## config.mk

```make
export PLATFORM = sky130hd
export DESIGN_NAME = gpio_first_io_port_data_direction
export DESIGN_NICKNAME = d
export VERILOG_FILES = /design/src/logic/gpio_first_io_port_pkg.sv /design/src/logic/pin_sampler.sv /design/src/logic/gpio_first_io_port_data_direction.sv
export SDC_FILE = /design/constraint.sdc
export NUM_CORES = 1
export LEC_CHECK = 0
export ABC_CLOCK_PERIOD_IN_PS = 2700
export BUFFER_PORTS_ARGS = -buffer_cell sky130_fd_sc_hd__buf_2
export CAP_MARGIN = 20
export CORE_UTILIZATION = 40
export CTS_CLUSTER_DIAMETER = 150
export DETAILED_ROUTE_END_ITERATION = 7
export MAX_ROUTING_LAYER = met4
export PLACE_DENSITY = 0.82
export SYNTH_ARGS = -nofsm -noshare
export SYNTH_HDL_FRONTEND = slang
export SYNTH_SLANG_ARGS = --single-unit
```

## constraint.sdc

```tcl
create_clock -name sys_clk -period 2.7 [get_ports sys_clk]
set_input_delay 0.675 -clock sys_clk [delete_from_list [all_inputs] [get_ports sys_clk]]
set_output_delay 0.675 -clock sys_clk [all_outputs]
set_load 0.03 [all_outputs]
```

## src/logic/gpio_first_io_port_pkg.sv

```systemverilog
// Purpose: Shared constants and bus carriers for the first port register block.
// Assumes: AXI4-Lite with 32-bit data, five port pins.
// Notes:   Byte addresses are the full 32-bit register addresses.
`default_nettype none
package gpio_first_io_port_pkg;
  // ==========================================================================
  // Register map and fields
  // ==========================================================================
  localparam logic [31:0] REG_ADDR      = 32'hFFFF0D20;
  localparam int          PIN_COUNT     = 5;
  localparam int          DIR_LSB       = 24;
  localparam int          OUT_LSB       = 16;
  localparam int          IN_LSB        = 0;
  localparam logic [4:0]  DIR_RESET     = 5'h00;
  localparam logic [4:0]  OUT_RESET     = 5'h00;
  localparam logic [1:0]  RESP_OKAY     = 2'h0;
  localparam logic [1:0]  RESP_SLVERR   = 2'h2;
  localparam logic [3:0]  STRB_DIR_LANE = 4'h8;
  localparam logic [3:0]  STRB_OUT_LANE = 4'h4;

  // ==========================================================================
  // Bus carriers
  // ==========================================================================
  typedef struct packed {
    logic        awvalid;
    logic [31:0] awaddr;
    logic        wvalid;
    logic [31:0] wdata;
    logic [3:0]  wstrb;
    logic        bready;
    logic        arvalid;
    logic [31:0] araddr;
    logic        rready;
  } axi_req_t;

  typedef struct packed {
    logic        awready;
    logic        wready;
    logic        bvalid;
    logic [1:0]  bresp;
    logic        arready;
    logic        rvalid;
    logic [31:0] rdata;
    logic [1:0]  rresp;
  } axi_rsp_t;

  typedef enum logic [1:0] {
    WR_IDLE = 2'b00,
    WR_RESP = 2'b01
  } wr_state_t;
endpackage
`default_nettype wire

```

## src/logic/pin_sampler.sv

```systemverilog
// Purpose: Registers the present pin levels for read-back.
// Assumes: Pin inputs are synchronous to sys_clk.
// Notes:   Read data come out of a register.
`timescale 1ns/1ns
`default_nettype none
module pin_sampler (
  // Clock and reset
  input  wire logic       sys_clk,
  input  wire logic       rstSync_n,
  // Pin levels
  input  wire logic [4:0] pinLevel,
  output logic      [4:0] pinSample
);
  // ==========================================================================
  // Sample register
  // ==========================================================================
  logic [4:0] next_pinSample;

  always_comb begin
    next_pinSample = pinLevel;
  end

  always_ff @(posedge sys_clk or negedge rstSync_n) begin
    if (!rstSync_n) begin
      pinSample <= 5'h00;
    end else begin
      pinSample <= next_pinSample;
    end
  end
endmodule
`default_nettype wire

```

## src/logic/gpio_first_io_port_data_direction.sv

```systemverilog
// Purpose: Data and direction register of the first I/O port over AXI4-Lite.
// Assumes: One write and one read at most under way; pins synchronous.
// Notes:   Reads of the input bits return the level sampled one cycle earlier.
//
// How it works
// - One 32-bit read/write register at fixed address.
// - Bits 28..24 set 1 make pin output.
// - Direction bit 0 makes the pin input.
// - Bits 20..16 drive output pin levels.
// - Output bits matter only for output pins.
// - Bits 4..0 read pin levels sampled one cycle earlier.
`timescale 1ns/1ns
`default_nettype none
module gpio_first_io_port_data_direction (
  // Clock and reset
  input  wire logic                      sys_clk,
  input  wire logic                      arst_n,
  // AXI4-Lite slave
  input  wire gpio_first_io_port_pkg::axi_req_t  axiReq,
  output var gpio_first_io_port_pkg::axi_rsp_t   axiRsp,
  // Port pins
  input  wire logic [4:0]                pinIn,
  output logic      [4:0]                pinOut,
  output logic      [4:0]                pinOe
);
  // ==========================================================================
  // Reset release
  // ==========================================================================
  logic rstMeta_n;
  logic rstSync_n;

  always_ff @(posedge sys_clk or negedge arst_n) begin
    if (!arst_n) begin
      rstMeta_n <= 1'b0;
      rstSync_n <= 1'b0;
    end else begin
      rstMeta_n <= 1'b1;
      rstSync_n <= rstMeta_n;
    end
  end

  // ==========================================================================
  // Pin sampling
  // ==========================================================================
  logic [4:0] pinSample;

  pin_sampler u_sampler (
    .sys_clk   (sys_clk),
    .rstSync_n (rstSync_n),
    .pinLevel  (pinIn),
    .pinSample (pinSample)
  );

  function automatic logic hit(input logic [31:0] addr);
    hit = (addr[31:2] == gpio_first_io_port_pkg::REG_ADDR[31:2]);
  endfunction

  // ==========================================================================
  // Write channel and register state
  // ==========================================================================
  logic [4:0]                dir;
  logic [4:0]                dout;
  logic [4:0]                next_dir;
  logic [4:0]                next_dout;
  logic                      awHeld;
  logic                      wHeld;
  logic [31:0]               awAddr;
  logic [31:0]               wData;
  logic [3:0]                wStrb;
  logic                      next_awHeld;
  logic                      next_wHeld;
  logic [31:0]               next_awAddr;
  logic [31:0]               next_wData;
  logic [3:0]                next_wStrb;
  logic                      bValid;
  logic [1:0]                bResp;
  logic                      next_bValid;
  logic [1:0]                next_bResp;
  gpio_first_io_port_pkg::wr_state_t wrState;
  gpio_first_io_port_pkg::wr_state_t next_wrState;
  logic                      awReady;
  logic                      wReady;

  always_comb begin
    next_dir     = dir;
    next_dout    = dout;
    next_awHeld  = awHeld;
    next_wHeld   = wHeld;
    next_awAddr  = awAddr;
    next_wData   = wData;
    next_wStrb   = wStrb;
    next_bValid  = bValid;
    next_bResp   = bResp;
    next_wrState = wrState;
    case (wrState)
      gpio_first_io_port_pkg::WR_IDLE: begin
        if (axiReq.awvalid && !awHeld) begin
          next_awHeld = 1'b1;
          next_awAddr = axiReq.awaddr;
        end
        if (axiReq.wvalid && !wHeld) begin
          next_wHeld = 1'b1;
          next_wData = axiReq.wdata;
          next_wStrb = axiReq.wstrb;
        end
        if (awHeld && wHeld) begin
          next_awHeld  = 1'b0;
          next_wHeld   = 1'b0;
          next_bValid  = 1'b1;
          next_wrState = gpio_first_io_port_pkg::WR_RESP;
          if (hit(awAddr)) begin
            next_bResp = gpio_first_io_port_pkg::RESP_OKAY;
            // Input and reserved bits are dropped; only two lanes hold state.
            if ((wStrb & gpio_first_io_port_pkg::STRB_DIR_LANE) != 4'h0) begin
              next_dir = wData[gpio_first_io_port_pkg::DIR_LSB +: gpio_first_io_port_pkg::PIN_COUNT];
            end
            if ((wStrb & gpio_first_io_port_pkg::STRB_OUT_LANE) != 4'h0) begin
              next_dout = wData[gpio_first_io_port_pkg::OUT_LSB +: gpio_first_io_port_pkg::PIN_COUNT];
            end
          end else begin
            next_bResp = gpio_first_io_port_pkg::RESP_SLVERR;
          end
        end
      end
      gpio_first_io_port_pkg::WR_RESP: begin
        if (axiReq.bready) begin
          next_bValid  = 1'b0;
          next_wrState = gpio_first_io_port_pkg::WR_IDLE;
        end
      end
      default: begin
        next_wrState = gpio_first_io_port_pkg::WR_IDLE;
      end
    endcase
  end

  always_ff @(posedge sys_clk or negedge rstSync_n) begin
    if (!rstSync_n) begin
      dir     <= gpio_first_io_port_pkg::DIR_RESET;
      dout    <= gpio_first_io_port_pkg::OUT_RESET;
      awHeld  <= 1'b0;
      wHeld   <= 1'b0;
      awAddr  <= 32'h00000000;
      wData   <= 32'h00000000;
      wStrb   <= 4'h0;
      bValid  <= 1'b0;
      bResp   <= 2'h0;
      wrState <= gpio_first_io_port_pkg::WR_IDLE;
    end else begin
      dir     <= next_dir;
      dout    <= next_dout;
      awHeld  <= next_awHeld;
      wHeld   <= next_wHeld;
      awAddr  <= next_awAddr;
      wData   <= next_wData;
      wStrb   <= next_wStrb;
      bValid  <= next_bValid;
      bResp   <= next_bResp;
      wrState <= next_wrState;
    end
  end

  // Ready is a registered term: high while idle and the channel slot is free.
  logic next_awReady;
  logic next_wReady;

  always_comb begin
    next_awReady = (next_wrState == gpio_first_io_port_pkg::WR_IDLE) && !next_awHeld;
    next_wReady  = (next_wrState == gpio_first_io_port_pkg::WR_IDLE) && !next_wHeld;
  end

  always_ff @(posedge sys_clk or negedge rstSync_n) begin
    if (!rstSync_n) begin
      awReady <= 1'b0;
      wReady  <= 1'b0;
    end else begin
      awReady <= next_awReady;
      wReady  <= next_wReady;
    end
  end

  // ==========================================================================
  // Read channel
  // ==========================================================================
  logic        arReady;
  logic        rValid;
  logic [31:0] rData;
  logic [1:0]  rResp;
  logic        next_arReady;
  logic        next_rValid;
  logic [31:0] next_rData;
  logic [1:0]  next_rResp;

  always_comb begin
    next_arReady = arReady;
    next_rValid  = rValid;
    next_rData   = rData;
    next_rResp   = rResp;
    if (rValid) begin
      if (axiReq.rready) begin
        next_rValid  = 1'b0;
        next_arReady = 1'b1;
      end
    end else if (axiReq.arvalid && arReady) begin
      next_arReady = 1'b0;
      next_rValid  = 1'b1;
      next_rData   = 32'h00000000;
      if (hit(axiReq.araddr)) begin
        next_rResp = gpio_first_io_port_pkg::RESP_OKAY;
        next_rData[gpio_first_io_port_pkg::DIR_LSB +: gpio_first_io_port_pkg::PIN_COUNT] = dir;
        next_rData[gpio_first_io_port_pkg::OUT_LSB +: gpio_first_io_port_pkg::PIN_COUNT] = dout;
        next_rData[gpio_first_io_port_pkg::IN_LSB +: gpio_first_io_port_pkg::PIN_COUNT]  = pinSample;
      end else begin
        next_rResp = gpio_first_io_port_pkg::RESP_SLVERR;
      end
    end else begin
      next_arReady = 1'b1;
    end
  end

  always_ff @(posedge sys_clk or negedge rstSync_n) begin
    if (!rstSync_n) begin
      arReady <= 1'b0;
      rValid  <= 1'b0;
      rData   <= 32'h00000000;
      rResp   <= 2'h0;
    end else begin
      arReady <= next_arReady;
      rValid  <= next_rValid;
      rData   <= next_rData;
      rResp   <= next_rResp;
    end
  end

  // ==========================================================================
  // Pin drivers
  // ==========================================================================
  logic [4:0] next_pinOut;
  logic [4:0] next_pinOe;

  always_comb begin
    next_pinOe  = next_dir;
    next_pinOut = next_dout & next_dir;
  end

  always_ff @(posedge sys_clk or negedge rstSync_n) begin
    if (!rstSync_n) begin
      pinOe  <= gpio_first_io_port_pkg::DIR_RESET;
      pinOut <= 5'h00;
    end else begin
      pinOe  <= next_pinOe;
      pinOut <= next_pinOut;
    end
  end

  always_comb begin
    axiRsp.awready = awReady;
    axiRsp.wready  = wReady;
    axiRsp.bvalid  = bValid;
    axiRsp.bresp   = bResp;
    axiRsp.arready = arReady;
    axiRsp.rvalid  = rValid;
    axiRsp.rdata   = rData;
    axiRsp.rresp   = rResp;
  end
endmodule
`default_nettype wire

```

**Word level (Yosys, flattened, before mapping)**

Index checks and enable logic that the tools add are counted.

- Flip-flop bits (word level): 115
- Bits in latches: 0
- Memory bits (writable): 0
- Memory bits (read-only): 0
- Logic and storage cells: 77
- Memories: 0

- Add/sub/neg operators: 0
- Multiply operators: 0
- Divide/modulo/power cells: 0
- Magnitude comparators: 0
- Eq/ne operators: 6
- Shift-type cells: 0
- Multiplexer cells: 31
- Bitwise gates (word level): 2
- Reductions and logical operators: 18

Operator list:

| kind | number |
|---|---|
| equality test 30 bit, second input constant | 2 |
| two-way mux 5 bit | 11 |
| two-way mux 1 bit | 14 |
| two-way mux 2 bit | 4 |
| AND reduction 2 bit | 4 |
| logical AND 1 bit | 6 |
| inequality test 2 bit, second input constant | 3 |
| bitwise AND 5 bit | 1 |
| logical NOT 1 bit | 4 |
| logical NOT 2 bit | 2 |
| case mux 2 bit (2 select lines) | 1 |
| AND reduction 3 bit | 1 |
| equality test 2 x 1 -> 1 bit, second input constant | 1 |
| case mux 1 bit (2 select lines) | 1 |
| nonzero test 2 bit | 1 |
| inverter 1 bit | 1 |

**Logic depth before layout (Yosys ltp)**

- Depth in word-level cells: 7
- Depth in mapped cells: 5
- Mapped depth without buffers: 4

**Hierarchy**

Synthesis repeated with hierarchy kept, for this count alone.

- Cell total of the unflattened synthesis: 281
- Area, all modules: 3773.6 um^2

Modules (own cells, without submodules):

| module | times used | cells an instance | area each (um^2) | sequential area each (um^2) |
|---|---|---|---|---|
| gpio_first_io_port_data_direction | 1 | 276 | 3648.5 | 2127.0 |
| pin_sampler | 1 | 5 | 125.1 | 125.1 |

**Worst setup path before layout**

Ideal clock, no wire load.

- Path type: input to register
- Start: in axiReq[4] (netlist name)
- End: reg rData[24]
- Arrival time: 2.066 ns
- Path slack: 0.568 ns
- Stages: 4
- Path buffers: 1
- Path through: or4_1 > nor4_2 > buf_2 > a22o_1

- Cells in the longest elaborated chain, start to end: 2

RTL lines:

| element | line | text |
|---|---|---|
| start, declared | gpio_first_io_port_data_direction.sv:19 | `input wire gpio_first_io_port_pkg::axi_req_t axiReq,` |
| equality test 30 bit | gpio_first_io_port_data_direction.sv:55 | `hit = (addr[31:2] == gpio_first_io_port_pkg::REG_ADDR[31:2]);` |
| two-way mux 5 bit | gpio_first_io_port_data_direction.sv:208 | `if (hit(axiReq.araddr)) begin` |
| end signal, assigned | gpio_first_io_port_data_direction.sv:230 | `rData <= next_rData;` |
| end, declared | gpio_first_io_port_data_direction.sv:187 | `logic [31:0] rData;` |

Every way passes these cells.
A chain may end at the register's enable or synchronous reset.

**Final worst setup path**

- Start: reg awAddr[7]
- End: reg pinOut[4]

- Cells in the longest elaborated chain, start to end: 5

RTL lines:

| element | line | text |
|---|---|---|
| start, declared | gpio_first_io_port_data_direction.sv:67 | `logic [31:0] awAddr;` |
| start signal, assigned | gpio_first_io_port_data_direction.sv:154 | `awAddr <= next_awAddr;` |
| equality test 30 bit (*) | gpio_first_io_port_data_direction.sv:55 |  |
| two-way mux 5 bit | gpio_first_io_port_data_direction.sv:111 | `if (hit(awAddr)) begin` |
| two-way mux 5 bit | gpio_first_io_port_data_direction.sv:106 | `if (awHeld && wHeld) begin` |
| two-way mux 5 bit | gpio_first_io_port_data_direction.sv:95 | `case (wrState)` |
| bitwise AND 5 bit (*) | gpio_first_io_port_data_direction.sv:243 | `next_pinOut = next_dout & next_dir;` |
| named net next_pinOut[4] | gpio_first_io_port_data_direction.sv:238 | `logic [4:0] next_pinOut;` |
| end signal, assigned | gpio_first_io_port_data_direction.sv:252 | `pinOut <= next_pinOut;` |
| end, declared | gpio_first_io_port_data_direction.sv:23 | `output logic [4:0] pinOut,` |

The timed path passes the listed nets; every way through them passes the cells marked *.

==> out/results.md <==
Clock network
* **total clock buffers created by CTS** 9
* **maximum buffer depth of the clock tree** 2
* **H-tree level count** 3
* **total clock sinks** 90
* **Reg clk slew, reported paths** 0.09 ns
* **clock tree from TritonCTS** yes
* **Clk Latency, worst-skew pair** 0.36 ns
* **library cell used as clock root buffer** sky130_fd_sc_hd__clkbuf_8
* **number of buffers inserted to repair setup after CTS** 0
* **number of gates given a new drive strength after cts** 0
* **number of buffers inserted for hold repair after clock tree synthesis** 0

Synthesis
* **share of synthesized cell area in full adder, half adder and majority cells** 0%
* **complex-gate fraction of the synthesized area** 9.10%
* **xor-xnor portion of the synthesized cell area** 0%
* **fraction of the mapped netlist area in simple logic gates** 11.2%
* **top post-synthesis cells by area** sky130_fd_sc_hd__dfrtp_1, sky130_fd_sc_hd__mux2_2, sky130_fd_sc_hd__buf_4, sky130_fd_sc_hd__a22o_1, sky130_fd_sc_hd__nand4_1
* **average cell area after synthesis** 13.5 µm²
* **Yosys warning count** 0
* **multiplexer area fraction after synthesis** 12.7%
* **biggest area consumer among synthesized cells** sky130_fd_sc_hd__dfrtp_1
* **area share of the largest cell type after synthesis** 60.7%
* **number of flip-flops and latches in the synthesized netlist** 90
* **synthesized instance count** 274
* **post-synthesis instance area** 3710 µm²
* **distinct cell type count of the synthesized netlist** 35
* **main combinational cell family by area after synthesis** multiplexers
* **sequential-to-total area share from yosys stat** 60.7%

Floorplanning
* **area of the die** 9670 µm²
* **Horiz. Die Dim** 98.3 µm
* **Rows** 34
* **Initial Util** 42.0%
* **Core Region** 8850 µm²
* **Ports** 163
* **Die Height** 98.3 µm

Worst setup path
* **Register-to-Register Setup Slack** 0.53 ns
* **worst flop-to-flop path startpoint** awAddr[7]
* **maximum fanout encountered on the critical timing path** 11
* **data required time at the worst endpoint** 2.92 ns
* **Critical Path Start Type** flip-flop
* **worst-path cell with the longest stage delay** sky130_fd_sc_hd__or4b_1
* **endpoint type of the worst setup path** flip-flop
* **critical register-to-register path endpoint** pinOut[4]
* **critical path class** flip-flop to flip-flop
* **slowest cell delay on critical path** 0.60 ns
* **cells along the critical path** or4b_1 > or4_4 > o31ai_1 > a22oi_1
* **arrival time of the worst setup path** 2.38 ns
* **worst-case reg-to-reg path depth** 4

Timing
* **max-slew violation count** 0
* **Hold Fails Final Rpt** 0
* **final count of negative-setup-slack endpoints** 0
* **relative slew slack** 55.8%
* **Max Fclk** 462 MHz
* **final critical delay including setup and external delays** 2.17 ns
* **final setup skew** 0.0130 ns
* **final setup margin** 0.534 ns
* **Final period util** 80.2%
* **unrepaired setup endpoints after global routing** no
* **Total Negative Setup Slacks** 0 ns
* **measured slew at the worst slew-check pin** 0.663 ns

Power and ir drop
* **Pwr Density** 808 nW/µm²
* **Tot Pwr** 3690 µW
* **Worst VDD drop** 381 µV
* **leak pwr** 0.00225 µW

Global routing
* **global-route wire length before repair** 12300 µm
* **pin count of the biggest net entering global routing** 51
* **remaining global-route overflow** 0
* **via count of the first global-routing pass** 2617
* **combined global-route utilization of all metal layers** 17.1%
* **antenna violations before repair** 0

Route
* **Routed wire per std cell** 14.8 µm
* **antenna viol nets, final** 0
* **First DRT Iteration DRCs** 130
* **detailed-routing iteration count for the pre-antenna-repair pass** 7
* **via count** 2581
* **final routed DRC violation total** 17
* **Final Routed Wirelength** 7510 µm
* **Vias per Instance** 5.09

Worst hold path
* **worst min-delay path category** primary input to async pin

Flow run
* **max-capacitance violation count** 0

Placed design
* **Post-Place Worst Slack** 0.543 ns
* **RD Place Congestion** 0.774
* **detailed placement HPWL** 5780 µm
* **buffers added on ports** 115

Layout
* **Layout fillers** 771
* **final layout net count** 506
* **antenna cell count** 0
* **fraction of final layout cells with drive strength greater than 1** 49.1%
* **area growth from synthesis to layout** 23.0%

Status
* **violated checks** DRC
* **run status** finished, violations left

## layout make-up
type,instances,area [µm²],area share [%]
clock inverter,6,72.6,1.59
sequential,90,2260,49.4
inverter,2,7.51,0.164
timing repair buffer,122,641,14.0
clock buffer,10,138,3.01
tap,108,135,2.96
multi-input combinational,169,1320,28.8
## per-layer routing
metal | global-route usage [%] | part of all wire, %
met5 | - | 0
met4 | 6.43 | 1.5
met3 | 4.01 | 6.7
met2 | 28.9 | 51
met1 | 19.7 | 40
## cells in the final DEF (no fill, tap or decap), types with 2 or more instances in the layout
master / count
sky130_fd_sc_hd__nand2b_1: 4
sky130_fd_sc_hd__buf_2: 115
sky130_fd_sc_hd__dfrtp_1: 89
sky130_fd_sc_hd__mux2_2: 42
sky130_fd_sc_hd__conb_1: 21
sky130_fd_sc_hd__a22o_1: 15
sky130_fd_sc_hd__or3_1: 2
sky130_fd_sc_hd__nand3_1: 3
sky130_fd_sc_hd__or4_4: 2
sky130_fd_sc_hd__and3_1: 3
sky130_fd_sc_hd__buf_4: 6
sky130_fd_sc_hd__nand4_1: 18
sky130_fd_sc_hd__o21ai_0: 2
sky130_fd_sc_hd__clkbuf_8: 10
sky130_fd_sc_hd__inv_1: 2
sky130_fd_sc_hd__nand2_1: 14
sky130_fd_sc_hd__nor2_1: 7
sky130_fd_sc_hd__nor2b_1: 2
sky130_fd_sc_hd__o31ai_2: 9
sky130_fd_sc_hd__clkinv_4: 2
sky130_fd_sc_hd__a21oi_1: 5
sky130_fd_sc_hd__nor4b_2: 2
sky130_fd_sc_hd__a22oi_1: 5
## power breakdown
part / switching [µW] / internal [µW]
Combinational: 361 / 426
Sequential: 232 / 1730
Clock: 481 / 464
## sequential cells by signal (all words and copies together), names as in the netlist, 5 cells and up
signal,cells
awAddr,30
rData,15
wData,10
dout,5
pinOe,5
pinOut,5
u_sampler.pinSample,5
## Yosys cell counts
cell type,instances
sky130_fd_sc_hd__nand4_1,18
sky130_fd_sc_hd__clkbuf_1,6
sky130_fd_sc_hd__o21ai_0,2
sky130_fd_sc_hd__mux2_2,42
sky130_fd_sc_hd__o31ai_2,9
sky130_fd_sc_hd__conb_1,2
sky130_fd_sc_hd__buf_6,1
sky130_fd_sc_hd__nor4_4,1
sky130_fd_sc_hd__dfrtp_1,90
sky130_fd_sc_hd__a22oi_1,5
sky130_fd_sc_hd__a21oi_1,5
sky130_fd_sc_hd__or4_1,1
sky130_fd_sc_hd__nor4bb_1,1
sky130_fd_sc_hd__nor4b_1,3
sky130_fd_sc_hd__nor3_1,1
sky130_fd_sc_hd__nand2b_1,4
sky130_fd_sc_hd__or4b_1,1
sky130_fd_sc_hd__inv_1,2
sky130_fd_sc_hd__a22o_1,15
sky130_fd_sc_hd__nand2_1,14
sky130_fd_sc_hd__o31ai_1,1
sky130_fd_sc_hd__nand4bb_1,1
sky130_fd_sc_hd__nand3b_1,1
sky130_fd_sc_hd__buf_2,1
sky130_fd_sc_hd__nor2b_1,2
sky130_fd_sc_hd__or4_4,2
sky130_fd_sc_hd__a31oi_1,1
sky130_fd_sc_hd__nor2_1,7
sky130_fd_sc_hd__nor4_2,1
sky130_fd_sc_hd__nand3_1,3
sky130_fd_sc_hd__and3_1,3
sky130_fd_sc_hd__nor4_1,1
sky130_fd_sc_hd__o21a_1,1
sky130_fd_sc_hd__buf_4,24
sky130_fd_sc_hd__or3_1,2
## logic make-up after synthesis
kind of cell,Yosys count
DFF,90
buffers and inverters,34
muxes,42
other,2
AOI/OAI and AO/OA,39
and+or+nand+nor,67
## per-stage QoR
step	std cells	util, %	hold WS [ns]	instance area [µm²]
floorplan	293	-	0.331	3780
global placement	491	49.2	0.338	4360
detailed placement	491	49.2	0.358	4360
CTS	507	51.6	0.0711	4570
global route	507	51.6	0.0601	4570
finish	507	51.6	0.0863	4570
## critical path, delay by kind of cell, from the launching register on
kind	cells	cell delay [ns]
and+or+nand+nor	2	1.17
AOI/OAI and AO/OA	2	0.47
DFF	1	0.38
## worst max path at each step
stage              start   endpoint  slack [ns]  cells after the start
2_1_floorplan  rstSync_n    arReady       0.008                      0
3_3_place_gp   awAddr[3]  pinOut[4]        0.58                      4
3_5_place_dp   awAddr[3]  pinOut[4]        0.54                      4
4_1_cts        awAddr[3]  pinOut[4]        0.53                      4
5_1_grt        awAddr[7]  pinOut[4]        0.40                      4
6_report       awAddr[7]  pinOut[4]        0.53                      4
No activity file was read; power rests on OpenSTA's default activity.
